===== config.mk =====
export PLATFORM = sky130hd
export DESIGN_NAME = mcu_reset_sequencer
export DESIGN_NICKNAME = d
export VERILOG_FILES = /design/src/rtl/rst_seq_pkg.sv /design/src/rtl/mcu_reset_sequencer.sv /design/src/rtl/startup_delay_timer.sv
export SDC_FILE = /design/constraint.sdc
export NUM_CORES = 1
export LEC_CHECK = 0
export BUFFER_PORTS_ARGS = -buffer_cell sky130_fd_sc_hd__buf_2
export CAP_MARGIN = 20
export CORE_ASPECT_RATIO = 0.7
export CORE_MARGIN = 2
export CORE_UTILIZATION = 43
export CTS_CLUSTER_DIAMETER = 150
export CTS_CLUSTER_SIZE = 10
export DETAILED_ROUTE_END_ITERATION = 8
export MAX_ROUTING_LAYER = met4
export PLACE_DENSITY = 0.85
export SYNTH_ARGS = -nofsm -noshare
export SYNTH_HDL_FRONTEND = slang
export SYNTH_SLANG_ARGS = --single-unit

===== constraint.sdc =====
create_clock -name clock -period 2.35 [get_ports clock]
set_clock_uncertainty 0.2 [all_clocks]
set_input_delay 0.1175 -clock clock [delete_from_list [all_inputs] [get_ports clock]]
set_output_delay 0.1175 -clock clock [all_outputs]
set_load 0.03 [all_outputs]

===== src/rtl/rst_seq_pkg.sv =====
// package: constants and types for the reset sequencer
package rst_seq_pkg;
  localparam int unsigned CLK_HZ            = 10_000_000;
  localparam int unsigned STARTUP_CYCLES    = 1024;        // system clock periods of start-up hold
  localparam int unsigned STARTUP_W         = 11;
  localparam logic [12:0] PC_RESET          = 13'h0000;    // program counter after reset
  localparam logic [3:0]  SP_RESET          = 4'h0;        // stack pointer at stack top
  localparam logic [7:0]  PORT_RESET        = 8'hFF;       // port data/direction after reset
  localparam logic [7:0]  TMRC_RESET        = 8'h08;       // timer control: timer off
  localparam logic        FLAG_CLEAR        = 1'b0;
  localparam logic        FLAG_SET          = 1'b1;

  // reset kinds
  typedef enum logic [4:0] {
    RK_NONE = 5'h01,
    RK_PIN  = 5'h02,
    RK_WDT  = 5'h04,
    RK_WARM = 5'h08,
    RK_USB  = 5'h10
  } reset_kind_e;

  // sequencer states
  typedef enum logic [3:0] {
    ST_POWERUP = 4'h1,
    ST_RUN     = 4'h2,
    ST_SLEEP   = 4'h4,
    ST_HOLD    = 4'h8
  } seq_state_e;
endpackage


===== src/rtl/mcu_reset_sequencer.sv =====
// reset sequencer: reset sources, cause flags, start-up hold, reset values
`timescale 1ns/1ps
module mcu_reset_sequencer
  import rst_seq_pkg::*;
#(
  parameter int unsigned NUM_PORTS = 5
) (
  input  wire logic                 clock,                // system clock, 10 MHz
  input  wire logic                 rst_n,                // power-on reset, sync, active low
  input  wire logic                 ext_reset_pin_n,      // external reset pin, asynchronous
  input  wire logic                 wdt_overflow,         // watchdog overflow pulse
  input  wire logic                 sleep_instr,          // sleep instruction executed, pulse
  input  wire logic                 watchdog_clear_instr, // watchdog clear instruction, pulse
  input  wire logic                 wake_event,           // other wake-up source, pulse
  input  wire logic                 usb_reset,            // usb bus reset pulse
  output logic                      timeout_flag,         // time-out flag
  output logic                      powerdown_flag,       // power-down flag
  output logic                      asleep,               // device in sleep
  output logic                      cpu_hold,             // execution held
  output logic                      chip_reset,           // full chip reset pulse
  output logic                      warm_reset,           // warm reset pulse
  output logic                      wdt_clear,            // watchdog clear pulse
  output logic [12:0]               pc_value,             // program counter reset value
  output logic [3:0]                sp_value,             // stack pointer reset value
  output logic                      int_enable,           // global interrupt enable state
  output logic                      prescaler_clear,      // prescaler/divider clear pulse
  output logic [7:0]                tmr_ctrl,             // timer control reset state
  output logic [NUM_PORTS*8-1:0]    port_data,            // port data registers
  output logic [NUM_PORTS*8-1:0]    port_dir,             // port direction registers (1 = input)
  output logic [7:0]                scratch_ptr           // pointer register, kept on reset
);
  initial begin
    if (NUM_PORTS < 1 || NUM_PORTS > 8) $error("port count out of range");
  end

  // ***********************************
  // pin synchroniser
  // ***********************************
  logic pin_meta_r;
  logic pin_sync_r;
  logic pin_prev_r;

  // two flops before any use; metastability guard
  // pin synchronised
  always_ff @(posedge clock) begin
    if (!rst_n) begin
      pin_meta_r <= 1'b1;
      pin_sync_r <= 1'b1;
      pin_prev_r <= 1'b1;
    end else begin
      pin_meta_r <= ext_reset_pin_n;
      pin_sync_r <= pin_meta_r;
      pin_prev_r <= pin_sync_r;
    end
  end

  // pin reset acts on the falling edge, once per press
  logic pin_fall;
  assign pin_fall = pin_prev_r & ~pin_sync_r;

  // ***********************************
  // state and cause decode
  // ***********************************
  seq_state_e  state_r;
  seq_state_e  state_nxt;
  reset_kind_e kind;
  logic        hold_start;
  logic        hold_busy;

  // classify the event; pin outranks watchdog
  // reset sources
  always_comb begin
    kind = RK_NONE;
    if (state_r == ST_RUN || state_r == ST_SLEEP) begin
      if (pin_fall) begin
        kind = RK_PIN;
      end else if (wdt_overflow) begin
        kind = (state_r == ST_SLEEP) ? RK_WARM : RK_WDT;
      end else if (usb_reset) begin
        kind = RK_USB;
      end
    end
  end

  // wake-ups start a fresh hold
  assign hold_start = (state_r == ST_SLEEP) && (kind != RK_NONE || wake_event);

  // sequencer next state
  always_comb begin
    state_nxt = state_r;
    unique case (state_r)
      ST_POWERUP: begin
        if (!hold_busy) state_nxt = ST_RUN;
      end
      ST_RUN: begin
        if (kind == RK_NONE && sleep_instr) state_nxt = ST_SLEEP;
      end
      ST_SLEEP: begin
        if (hold_start) state_nxt = ST_HOLD;
      end
      ST_HOLD: begin
        if (!hold_busy && !hold_start) state_nxt = ST_RUN;
      end
    endcase
  end

  always_ff @(posedge clock) begin
    if (!rst_n) begin
      state_r <= ST_POWERUP;
    end else begin
      state_r <= state_nxt;
    end
  end

  startup_delay_timer #(
    .COUNT (STARTUP_CYCLES),
    .W     (STARTUP_W)
  ) u_hold (
    .clock (clock),
    .rst_n (rst_n),
    .start (hold_start),
    .busy  (hold_busy)
  );

  assign asleep   = (state_r == ST_SLEEP);
  assign cpu_hold = (state_r != ST_RUN);

  // ***********************************
  // cause flags
  // ***********************************
  logic to_r;
  logic to_nxt;
  logic pd_r;
  logic pd_nxt;

  // reset causes take priority over instructions in the same cycle
  always_comb begin
    to_nxt = to_r;
    pd_nxt = pd_r;
    unique case (kind)
      RK_PIN: begin
        if (state_r == ST_SLEEP) begin
          to_nxt = FLAG_CLEAR;
          pd_nxt = FLAG_SET;
        end
      end
      RK_WDT: to_nxt = FLAG_SET;
      RK_WARM: begin
        to_nxt = FLAG_SET;
        pd_nxt = FLAG_SET;
      end
      RK_USB: ;
      RK_NONE: begin
        if (state_r == ST_RUN && sleep_instr) begin
          to_nxt = FLAG_CLEAR;
          pd_nxt = FLAG_SET;
        end else if (state_r == ST_RUN && watchdog_clear_instr) begin
          to_nxt = FLAG_CLEAR;
          pd_nxt = FLAG_CLEAR;
        end
      end
    endcase
  end

  always_ff @(posedge clock) begin
    if (!rst_n) begin
      to_r <= FLAG_CLEAR;
      pd_r <= FLAG_CLEAR;
    end else begin
      to_r <= to_nxt;
      pd_r <= pd_nxt;
    end
  end

  assign timeout_flag   = to_r;
  assign powerdown_flag = pd_r;

  // ***********************************
  // reset pulses and register values
  // ***********************************
  logic                   chip_nxt;
  logic                   chip_r;
  logic                   warm_nxt;
  logic                   warm_r;
  logic                   wclr_nxt;
  logic                   wclr_r;
  logic                   ie_r;
  logic                   ie_nxt;
  logic [7:0]             tmr_r;
  logic [7:0]             tmr_nxt;
  logic [NUM_PORTS*8-1:0] pdat_r;
  logic [NUM_PORTS*8-1:0] pdat_nxt;
  logic [NUM_PORTS*8-1:0] pdir_r;
  logic [NUM_PORTS*8-1:0] pdir_nxt;
  logic [7:0]             ptr_r;

  // pin, normal watchdog and usb are full resets; warm is not
  assign chip_nxt = (kind == RK_PIN) || (kind == RK_WDT) || (kind == RK_USB);
  assign warm_nxt = (kind == RK_WARM);
  assign wclr_nxt = chip_nxt || warm_nxt || watchdog_clear_instr;

  // reset values of functional units
  always_comb begin
    ie_nxt   = ie_r;
    tmr_nxt  = tmr_r;
    pdat_nxt = pdat_r;
    pdir_nxt = pdir_r;
    if (chip_nxt) begin
      ie_nxt  = 1'b0;
      tmr_nxt = TMRC_RESET;
      pdat_nxt = {NUM_PORTS{PORT_RESET}};
      pdir_nxt = {NUM_PORTS{PORT_RESET}};
    end
  end

  always_ff @(posedge clock) begin
    if (!rst_n) begin
      chip_r <= 1'b1;
      warm_r <= 1'b0;
      wclr_r <= 1'b1;
      ie_r   <= 1'b0;
      tmr_r  <= TMRC_RESET;
      pdat_r <= {NUM_PORTS{PORT_RESET}};
      pdir_r <= {NUM_PORTS{PORT_RESET}};
    end else begin
      chip_r <= chip_nxt;
      warm_r <= warm_nxt;
      wclr_r <= wclr_nxt;
      ie_r   <= ie_nxt;
      tmr_r  <= tmr_nxt;
      pdat_r <= pdat_nxt;
      pdir_r <= pdir_nxt;
    end
  end

  always_ff @(posedge clock) begin
    ptr_r <= ptr_r;
  end

  assign chip_reset      = chip_r;
  assign warm_reset      = warm_r;
  assign wdt_clear       = wclr_r;
  assign prescaler_clear = chip_r;
  assign pc_value        = PC_RESET;
  assign sp_value        = SP_RESET;
  assign int_enable      = ie_r;
  assign tmr_ctrl        = tmr_r;
  assign port_data       = pdat_r;
  assign port_dir        = pdir_r;
  assign scratch_ptr     = ptr_r;

  // ***********************************
  // checks
  // ***********************************
  pin_wake_flags_a: assert property (@(posedge clock) disable iff (!rst_n)
    (state_r == ST_SLEEP && pin_fall) |=> (!timeout_flag && powerdown_flag))
    else $error("pin wake-up flags wrong");
  wdt_wake_flags_a: assert property (@(posedge clock) disable iff (!rst_n)
    (state_r == ST_SLEEP && !pin_fall && wdt_overflow) |=> (timeout_flag && powerdown_flag && warm_reset))
    else $error("watchdog wake-up flags wrong");
  wdt_run_flag_a: assert property (@(posedge clock) disable iff (!rst_n)
    (state_r == ST_RUN && !pin_fall && wdt_overflow) |=> (timeout_flag && $stable(powerdown_flag) && chip_reset))
    else $error("watchdog run reset wrong");
  pin_run_keep_a: assert property (@(posedge clock) disable iff (!rst_n)
    (state_r == ST_RUN && pin_fall) |=> ($stable(timeout_flag) && $stable(powerdown_flag) && chip_reset))
    else $error("pin reset changed flags");
  warm_keeps_ports_a: assert property (@(posedge clock) disable iff (!rst_n)
    warm_reset |-> (!chip_reset && $stable(port_data) && $stable(port_dir)))
    else $error("warm reset touched ports");
  chip_ports_a: assert property (@(posedge clock) disable iff (!rst_n)
    chip_reset |-> (port_dir == {NUM_PORTS{PORT_RESET}} && !int_enable && tmr_ctrl == TMRC_RESET))
    else $error("chip reset values wrong");
  wake_hold_a: assert property (@(posedge clock) disable iff (!rst_n)
    (state_r == ST_SLEEP && hold_start) |=> cpu_hold [*8])
    else $error("wake without hold");
  sleep_pd_a: assert property (@(posedge clock) disable iff (!rst_n)
    (state_r == ST_RUN && kind == RK_NONE && sleep_instr) |=> (powerdown_flag && asleep))
    else $error("sleep did not set power-down");
  reset_clears_wdt_a: assert property (@(posedge clock) disable iff (!rst_n)
    chip_reset |-> wdt_clear)
    else $error("chip reset left watchdog");

  cov_pin_wake: cover property (@(posedge clock) state_r == ST_SLEEP && pin_fall);
  cov_warm: cover property (@(posedge clock) warm_reset);
  cov_wdt_run: cover property (@(posedge clock) state_r == ST_RUN && wdt_overflow);
  cov_hold_end: cover property (@(posedge clock) $fell(cpu_hold));
endmodule // mcu_reset_sequencer


===== src/rtl/startup_delay_timer.sv =====
// start-up hold counter
`timescale 1ns/1ps
module startup_delay_timer #(
  parameter int unsigned COUNT = 1024,
  parameter int unsigned W     = 11
) (
  input  wire logic clock,          // system clock
  input  wire logic rst_n,          // sync reset, active low
  input  wire logic start,          // load the count
  output logic      busy            // hold active
);
  logic [W-1:0] cnt_r;
  logic [W-1:0] cnt_nxt;

  initial begin
    if (COUNT < 1 || COUNT >= (1 << W)) $error("startup count does not fit");
  end

  // count down from COUNT, busy while nonzero
  always_comb begin
    cnt_nxt = cnt_r;
    if (start) begin
      cnt_nxt = W'(COUNT);
    end else if (cnt_r != '0) begin
      cnt_nxt = cnt_r - 1'b1;
    end
  end

  // power-up also runs the hold
  always_ff @(posedge clock) begin
    if (!rst_n) begin
      cnt_r <= W'(COUNT);
    end else begin
      cnt_r <= cnt_nxt;
    end
  end

  assign busy = (cnt_r != '0);

  // ***********************************
  // checks
  // ***********************************
  hold_length_a: assert property (@(posedge clock) disable iff (!rst_n)
    $rose(busy) |-> busy [*8]) else $error("hold shorter than expected");
endmodule // startup_delay_timer


Yosys cells after proc, flatten, opt, wreduce, memory -nomap -nowiden:

Index checks and enable logic that the tools add are counted.

* register bits: 23
* bits of input ports: 8
* output and inout port bits: 122
* logic and storage cells: 69

* add/subtract/negate cells: 1
* equality and inequality tests: 17
* mux-type cells: 17
* bitwise gates (word level): 3
* reduce and logical (&&, ||, !) cells: 21

Operator list (number)
* two-way mux 4 bit: 5
* two-way mux 5 bit: 4
* one-hot mux 4 bit (4 select lines): 1
* nonzero test 11 bit: 1
* subtractor 11 x 1 -> 11 bit, second input constant: 1
* inequality test 2 bit, second input constant: 4
* logical OR 1 bit: 6
* one-hot mux 1 bit (3 select lines): 2
* AND reduction 3 bit: 2
* nonzero test 3 bit: 2
* equality test 5 x 1 -> 1 bit, second input constant: 1
* equality test 5 x 2 -> 1 bit, second input constant: 1
* equality test 5 x 3 -> 1 bit, second input constant: 1
* equality test 5 x 4 -> 1 bit, second input constant: 1
* equality test 5 bit, second input constant: 1
* logical AND 1 bit: 5
* two-way mux 1 bit: 5
* inequality test 5 x 1 -> 1 bit, second input constant: 1
* equality test 4 x 1 -> 1 bit, second input constant: 1
* equality test 4 x 2 -> 1 bit, second input constant: 1
* equality test 4 x 3 -> 1 bit, second input constant: 1
* equality test 4 bit, second input constant: 1
* inequality test 4 x 2 -> 1 bit, second input constant: 1
* AND reduction 4 bit: 1
* other kinds (6): 9

Longest topological paths before layout:

* depth after elaboration: 12
* depth in mapped cells: 6
* gate-level depth less buffers: 6

Modules after synthesis:

Synthesis repeated with hierarchy kept, for this count alone.

* cell total of the unflattened synthesis: 244
* area, all modules: 2058.2 um^2

Modules (own cells, without submodules)
* mcu_reset_sequencer: instances 1, cells an instance 176, area each 1433.9 um^2, sequential area each 240.2 um^2
* startup_delay_timer: instances 1, cells an instance 68, area each 624.3 um^2, sequential area each 220.2 um^2

Least setup slack after synthesis:

OpenSTA, ideal clock, no wires.

* path type: register to register
* start point: register state_r[3]
* end point: register u_hold.cnt_r[8]
* setup time: 0.132 ns
* arrival time: 1.897 ns
* required time: 2.018 ns
* setup slack: 0.121 ns
* stages on the path, launching flop included: 7
* path buffers: 2
* clock period less this slack: 2.229 ns
* cells stage by stage: dfxtp_1 -> clkbuf_1 -> nor4b_2 -> o31ai_1 -> nand3_1 -> buf_2 -> nor3_1

* cells in the longest elaborated chain, start to end: 9
* elaborated cells on any way between the ends: 11

RTL lines
* start: declaration: line mcu_reset_sequencer.sv:64 `seq_state_e state_r;`
* start signal: assignment: line mcu_reset_sequencer.sv:111 `state_r <= state_nxt;`
* equality test 4 x 3 -> 1 bit (*)
* named net asleep: line mcu_reset_sequencer.sv:18 `output logic asleep,`
* two-way mux 4 bit: line mcu_reset_sequencer.sv:78 `kind = (state_r == ST_SLEEP) ? RK_WARM : RK_WDT;`
* two-way mux 5 bit: line mcu_reset_sequencer.sv:77 `end else if (wdt_overflow) begin`
* two-way mux 5 bit: line mcu_reset_sequencer.sv:75 `if (pin_fall) begin`
* two-way mux 5 bit: line mcu_reset_sequencer.sv:74 `if (state_r == ST_RUN || state_r == ST_SLEEP) begin`
* inequality test 5 x 1 -> 1 bit: line mcu_reset_sequencer.sv:86 `assign hold_start = (state_r == ST_SLEEP) && (kind != RK_NONE || wake_event);`
* logical OR 1 bit: line mcu_reset_sequencer.sv:86
* logical AND 1 bit (*): line mcu_reset_sequencer.sv:86
* OR reduction 2 bit (no source line) (*)
* end signal: assignment: line startup_delay_timer.sv:32 `cnt_r <= W'(COUNT);`
* end signal: assignment: line startup_delay_timer.sv:34 `cnt_r <= cnt_nxt;`
* end: declaration: line startup_delay_timer.sv:12 `logic [W-1:0] cnt_r;`

The timed path passes the listed nets; every way through them passes the cells marked *.
A chain may end at the register's enable or synchronous reset.

Final worst setup path:

* start point: register u_hold.cnt_r[0]
* end point: register u_hold.cnt_r[10]

* cells in the longest elaborated chain, start to end: 1
* elaborated cells on any way between the ends: 2

RTL lines (line)
* subtractor 11 x 1 -> 11 bit / nonzero test 11 bit (equally long branches): startup_delay_timer.sv:25, startup_delay_timer.sv:24

Several ways; a longest one is shown, not always the timed one.

==> qor.txt <==
worst-margin pin slew: 0.5588 ns
final worst path period need: 2.231 ns
peak supply drop: 0.4884 mV
vias in the first global route: 984
setup TNS: 0 ns
Hold WC Path Type: in2reg
Vias: 1333
Vias/cell: 4.205
Post-synth EDFFs: 0
endpoints failing setup: 0
unrepaired setup endpoints after global routing: false
clock sinks: 23
H-tree depth: 1
Num CTS Buffers: 3
Setup Crit Path Kind: reg2reg
largest net degree at the start of global routing: 14
top cell type by total area after synthesis: buf_4
die extent in x: 85.63 um
clk root buf: clkbuf_8
DP HPWL: 2244 um
PD cells: 930.7 nW/um^2
Total Nets Final: 273
top-count cell post-synth: buf_4
library cells used by synthesis: 48
Final Util: 0.4156
Core Footprint: 4404 um^2
crit-path leading delay family: simple AND/OR/NAND/NOR gates
count of warnings emitted by yosys: 0
Routed WL: 3290 um
Synth Flop Type: dfxtp_1
Core Rows: 20
Max Fclk: 0.4481 GHz
worst skew pair latency: 0.27 ns
Worst Setup Start Kind: register
Synth top cells by count: 115 x buf_4, 23 x dfxtp_1, 10 x nor2_1
Critical Path Slowest Stage Cell: or3b_2
post-synthesis sequential element count: 23
worst path cell trace: inv_1 > ha_1 > or3b_2 > nor3_4 > nor3_1 > a211o_1
Final Hold Fails: 0
Mapped Cells: 240
final worst setup slack: 0.1186 ns
CP max FO: 10
final RePlAce weighted congestion: 0.8241
TritonCTS clock tree: yes
Post-synth ARST share: 0
leakage power: 0.8987 nW
Worst-path clk slew: 0.08 ns
dpl ws: 0.1627 ns
GRT Total Usage: 0.1142
top cells by area, synth: buf_4 43%, dfxtp_1 23%, xor2_1 2.2%
outcome: completed
IO Count: 130
CP max stage delay: 0.51 ns
Crit path arrival time: 2.20 ns
Avg Cell Area, Syn: 8.357 um^2
critical path depth: 6
Worst Setup SP: u_hold.cnt_r[0]
layout cell share with drive strength beyond 1: 0.1145
Req. time, crit path: 2.31 ns
Remaining DRCs: 0
Seq/Total Area, Yosys: 0.2296
Post-DRT Antenna Nets: 0
Starting DRT DRC Count: 71
Final Cycle Share: 0.9496
area delta synth->final: -8.733%
Yosys top cell area share: 0.4304
reg2reg path depth: 6
# diodes: 0
RR Startpoint: u_hold.cnt_r[0]
Setup crit end: u_hold.cnt_r[10]
Setup crit end kind: register
GR Overflow Total: 0
Die Span Y: 61.14 um
Post-Synthesis Cell Area: 2006 um^2
Slew HR: 0.6222
Initial Util: 0.4554
R2R Setup Slk: 0.12 ns
maxcap violations: 0
routed len/inst: 10.38 um
CTS Buffer Depth: 2
first-pass detailed-route iteration total: 5
Max Slew Vio Count: 0
initial antenna violation count: 0
R2R Path End: u_hold.cnt_r[10]
buffers added on ports: 15
CP bufs+invs: 1
first-pass GRT wire length: 4512 um
fillcell total: 424
DIE AREA: 5235 um^2
-- registers in the layout (all words and copies together), names as in the netlist --
name	cells
chip_reset	1
pin_meta_r	1
pin_prev_r	1
pin_sync_r	1
powerdown_flag	1
state_r	4
timeout_flag	1
u_hold.cnt_r	11
warm_reset	1
wdt_clear	1
-- per-layer routing --
layer  GRT usage  share of wire
met1      0.1352           0.37
met2      0.1908           0.53
met3     0.02949          0.081
met4     0.04308          0.019
met5           -              0
-- tightest hold or removal path, delay by kind of cell --
kind	cells	cell delay, ns
AO/OA/AOI/OAI	1	0.08
buffers and inverters	2	0.18
AND/OR/NAND/NOR	1	0.10
-- report_power, final --
| part | internal [W] | switching, W |
|---|---|---|
| Combinational | 0.000291 | 0.000556 |
| Clock | 0.000118 | 0.000125 |
| Sequential | 0.000482 | 0.000131 |
| Total | 0.000892 | 0.000812 |
-- layout by cell type (no fill, tap or decap), types with 3 or more instances in the layout --
cell / netlist / layout
nor2_1: 10 / 10
dlygate4sd3_1: 0 / 8
nand3_1: 8 / 8
o31ai_1: 3 / 3
xor2_1: 5 / 5
xnor2_1: 4 / 4
buf_2: 2 / 15
inv_1: 4 / 4
nor3_1: 6 / 6
a31oi_1: 3 / 3
nand2_1: 3 / 3
a21oi_1: 3 / 3
dfxtp_1: 23 / 23
conb_1: 2 / 114
o21ai_0: 6 / 6
nand2b_1: 6 / 6
clkbuf_8: 0 / 3
-- cells by family after synthesis --
| logic type | Yosys count | synth area share |
|---|---|---|
| compound gates | 27 | 0.09420 |
| xor+xnor | 9 | 0.03930 |
| fa+ha+maj | 2 | 0.01247 |
| buf+inv | 123 | 0.4467 |
| flops | 23 | 0.2296 |
| other cells | 2 | 0.003744 |
| simple gates | 54 | 0.1741 |
-- cell type report --
type / instances / area, um^2 / area share
clock buffers: 3 / 41.29 / 0.02256
clock inverters: 1 / 5.005 / 0.002734
inverters: 4 / 15.01 / 0.008202
multi-input cells: 206 / 1070 / 0.5844
flip-flops and latches: 23 / 460.4 / 0.2515
well taps: 55 / 68.82 / 0.03759
repair buffers: 25 / 170.2 / 0.09296
-- how the worst min path moves through the flow --
stage | from | endpoint | cells after the start
floorplan | rst_n | pin_prev_r | 1
global placement | ext_reset_pin_n | pin_meta_r | 2
detailed placement | ext_reset_pin_n | pin_meta_r | 2
CTS | wake_event | state_r[2] | 4
global route | wake_event | state_r[2] | 4
finish | wake_event | state_r[2] | 4
-- metrics by stage --
stage	instance area, um^2	hold slack (ns)	power (W)	instances
floorplan	2426	-0.009429	0.001435	352
global route	1831	0.06741	0.001811	317
detailed placement	1704	0.1009	0.001430	305
global placement	1704	0.1019	0.001414	305
finish	1831	0.03282	0.001704	317
CTS	1831	0.01008	0.001691	317
-- timing repair --
action / CTS / global route
endpoints found under the hold margin: 10 / 0
gates resized for setup: 0 / 0
hold buffers: 8 / 0
buffers inserted: 0 / 0
Note: power is estimated with default switching activity, not from simulation.
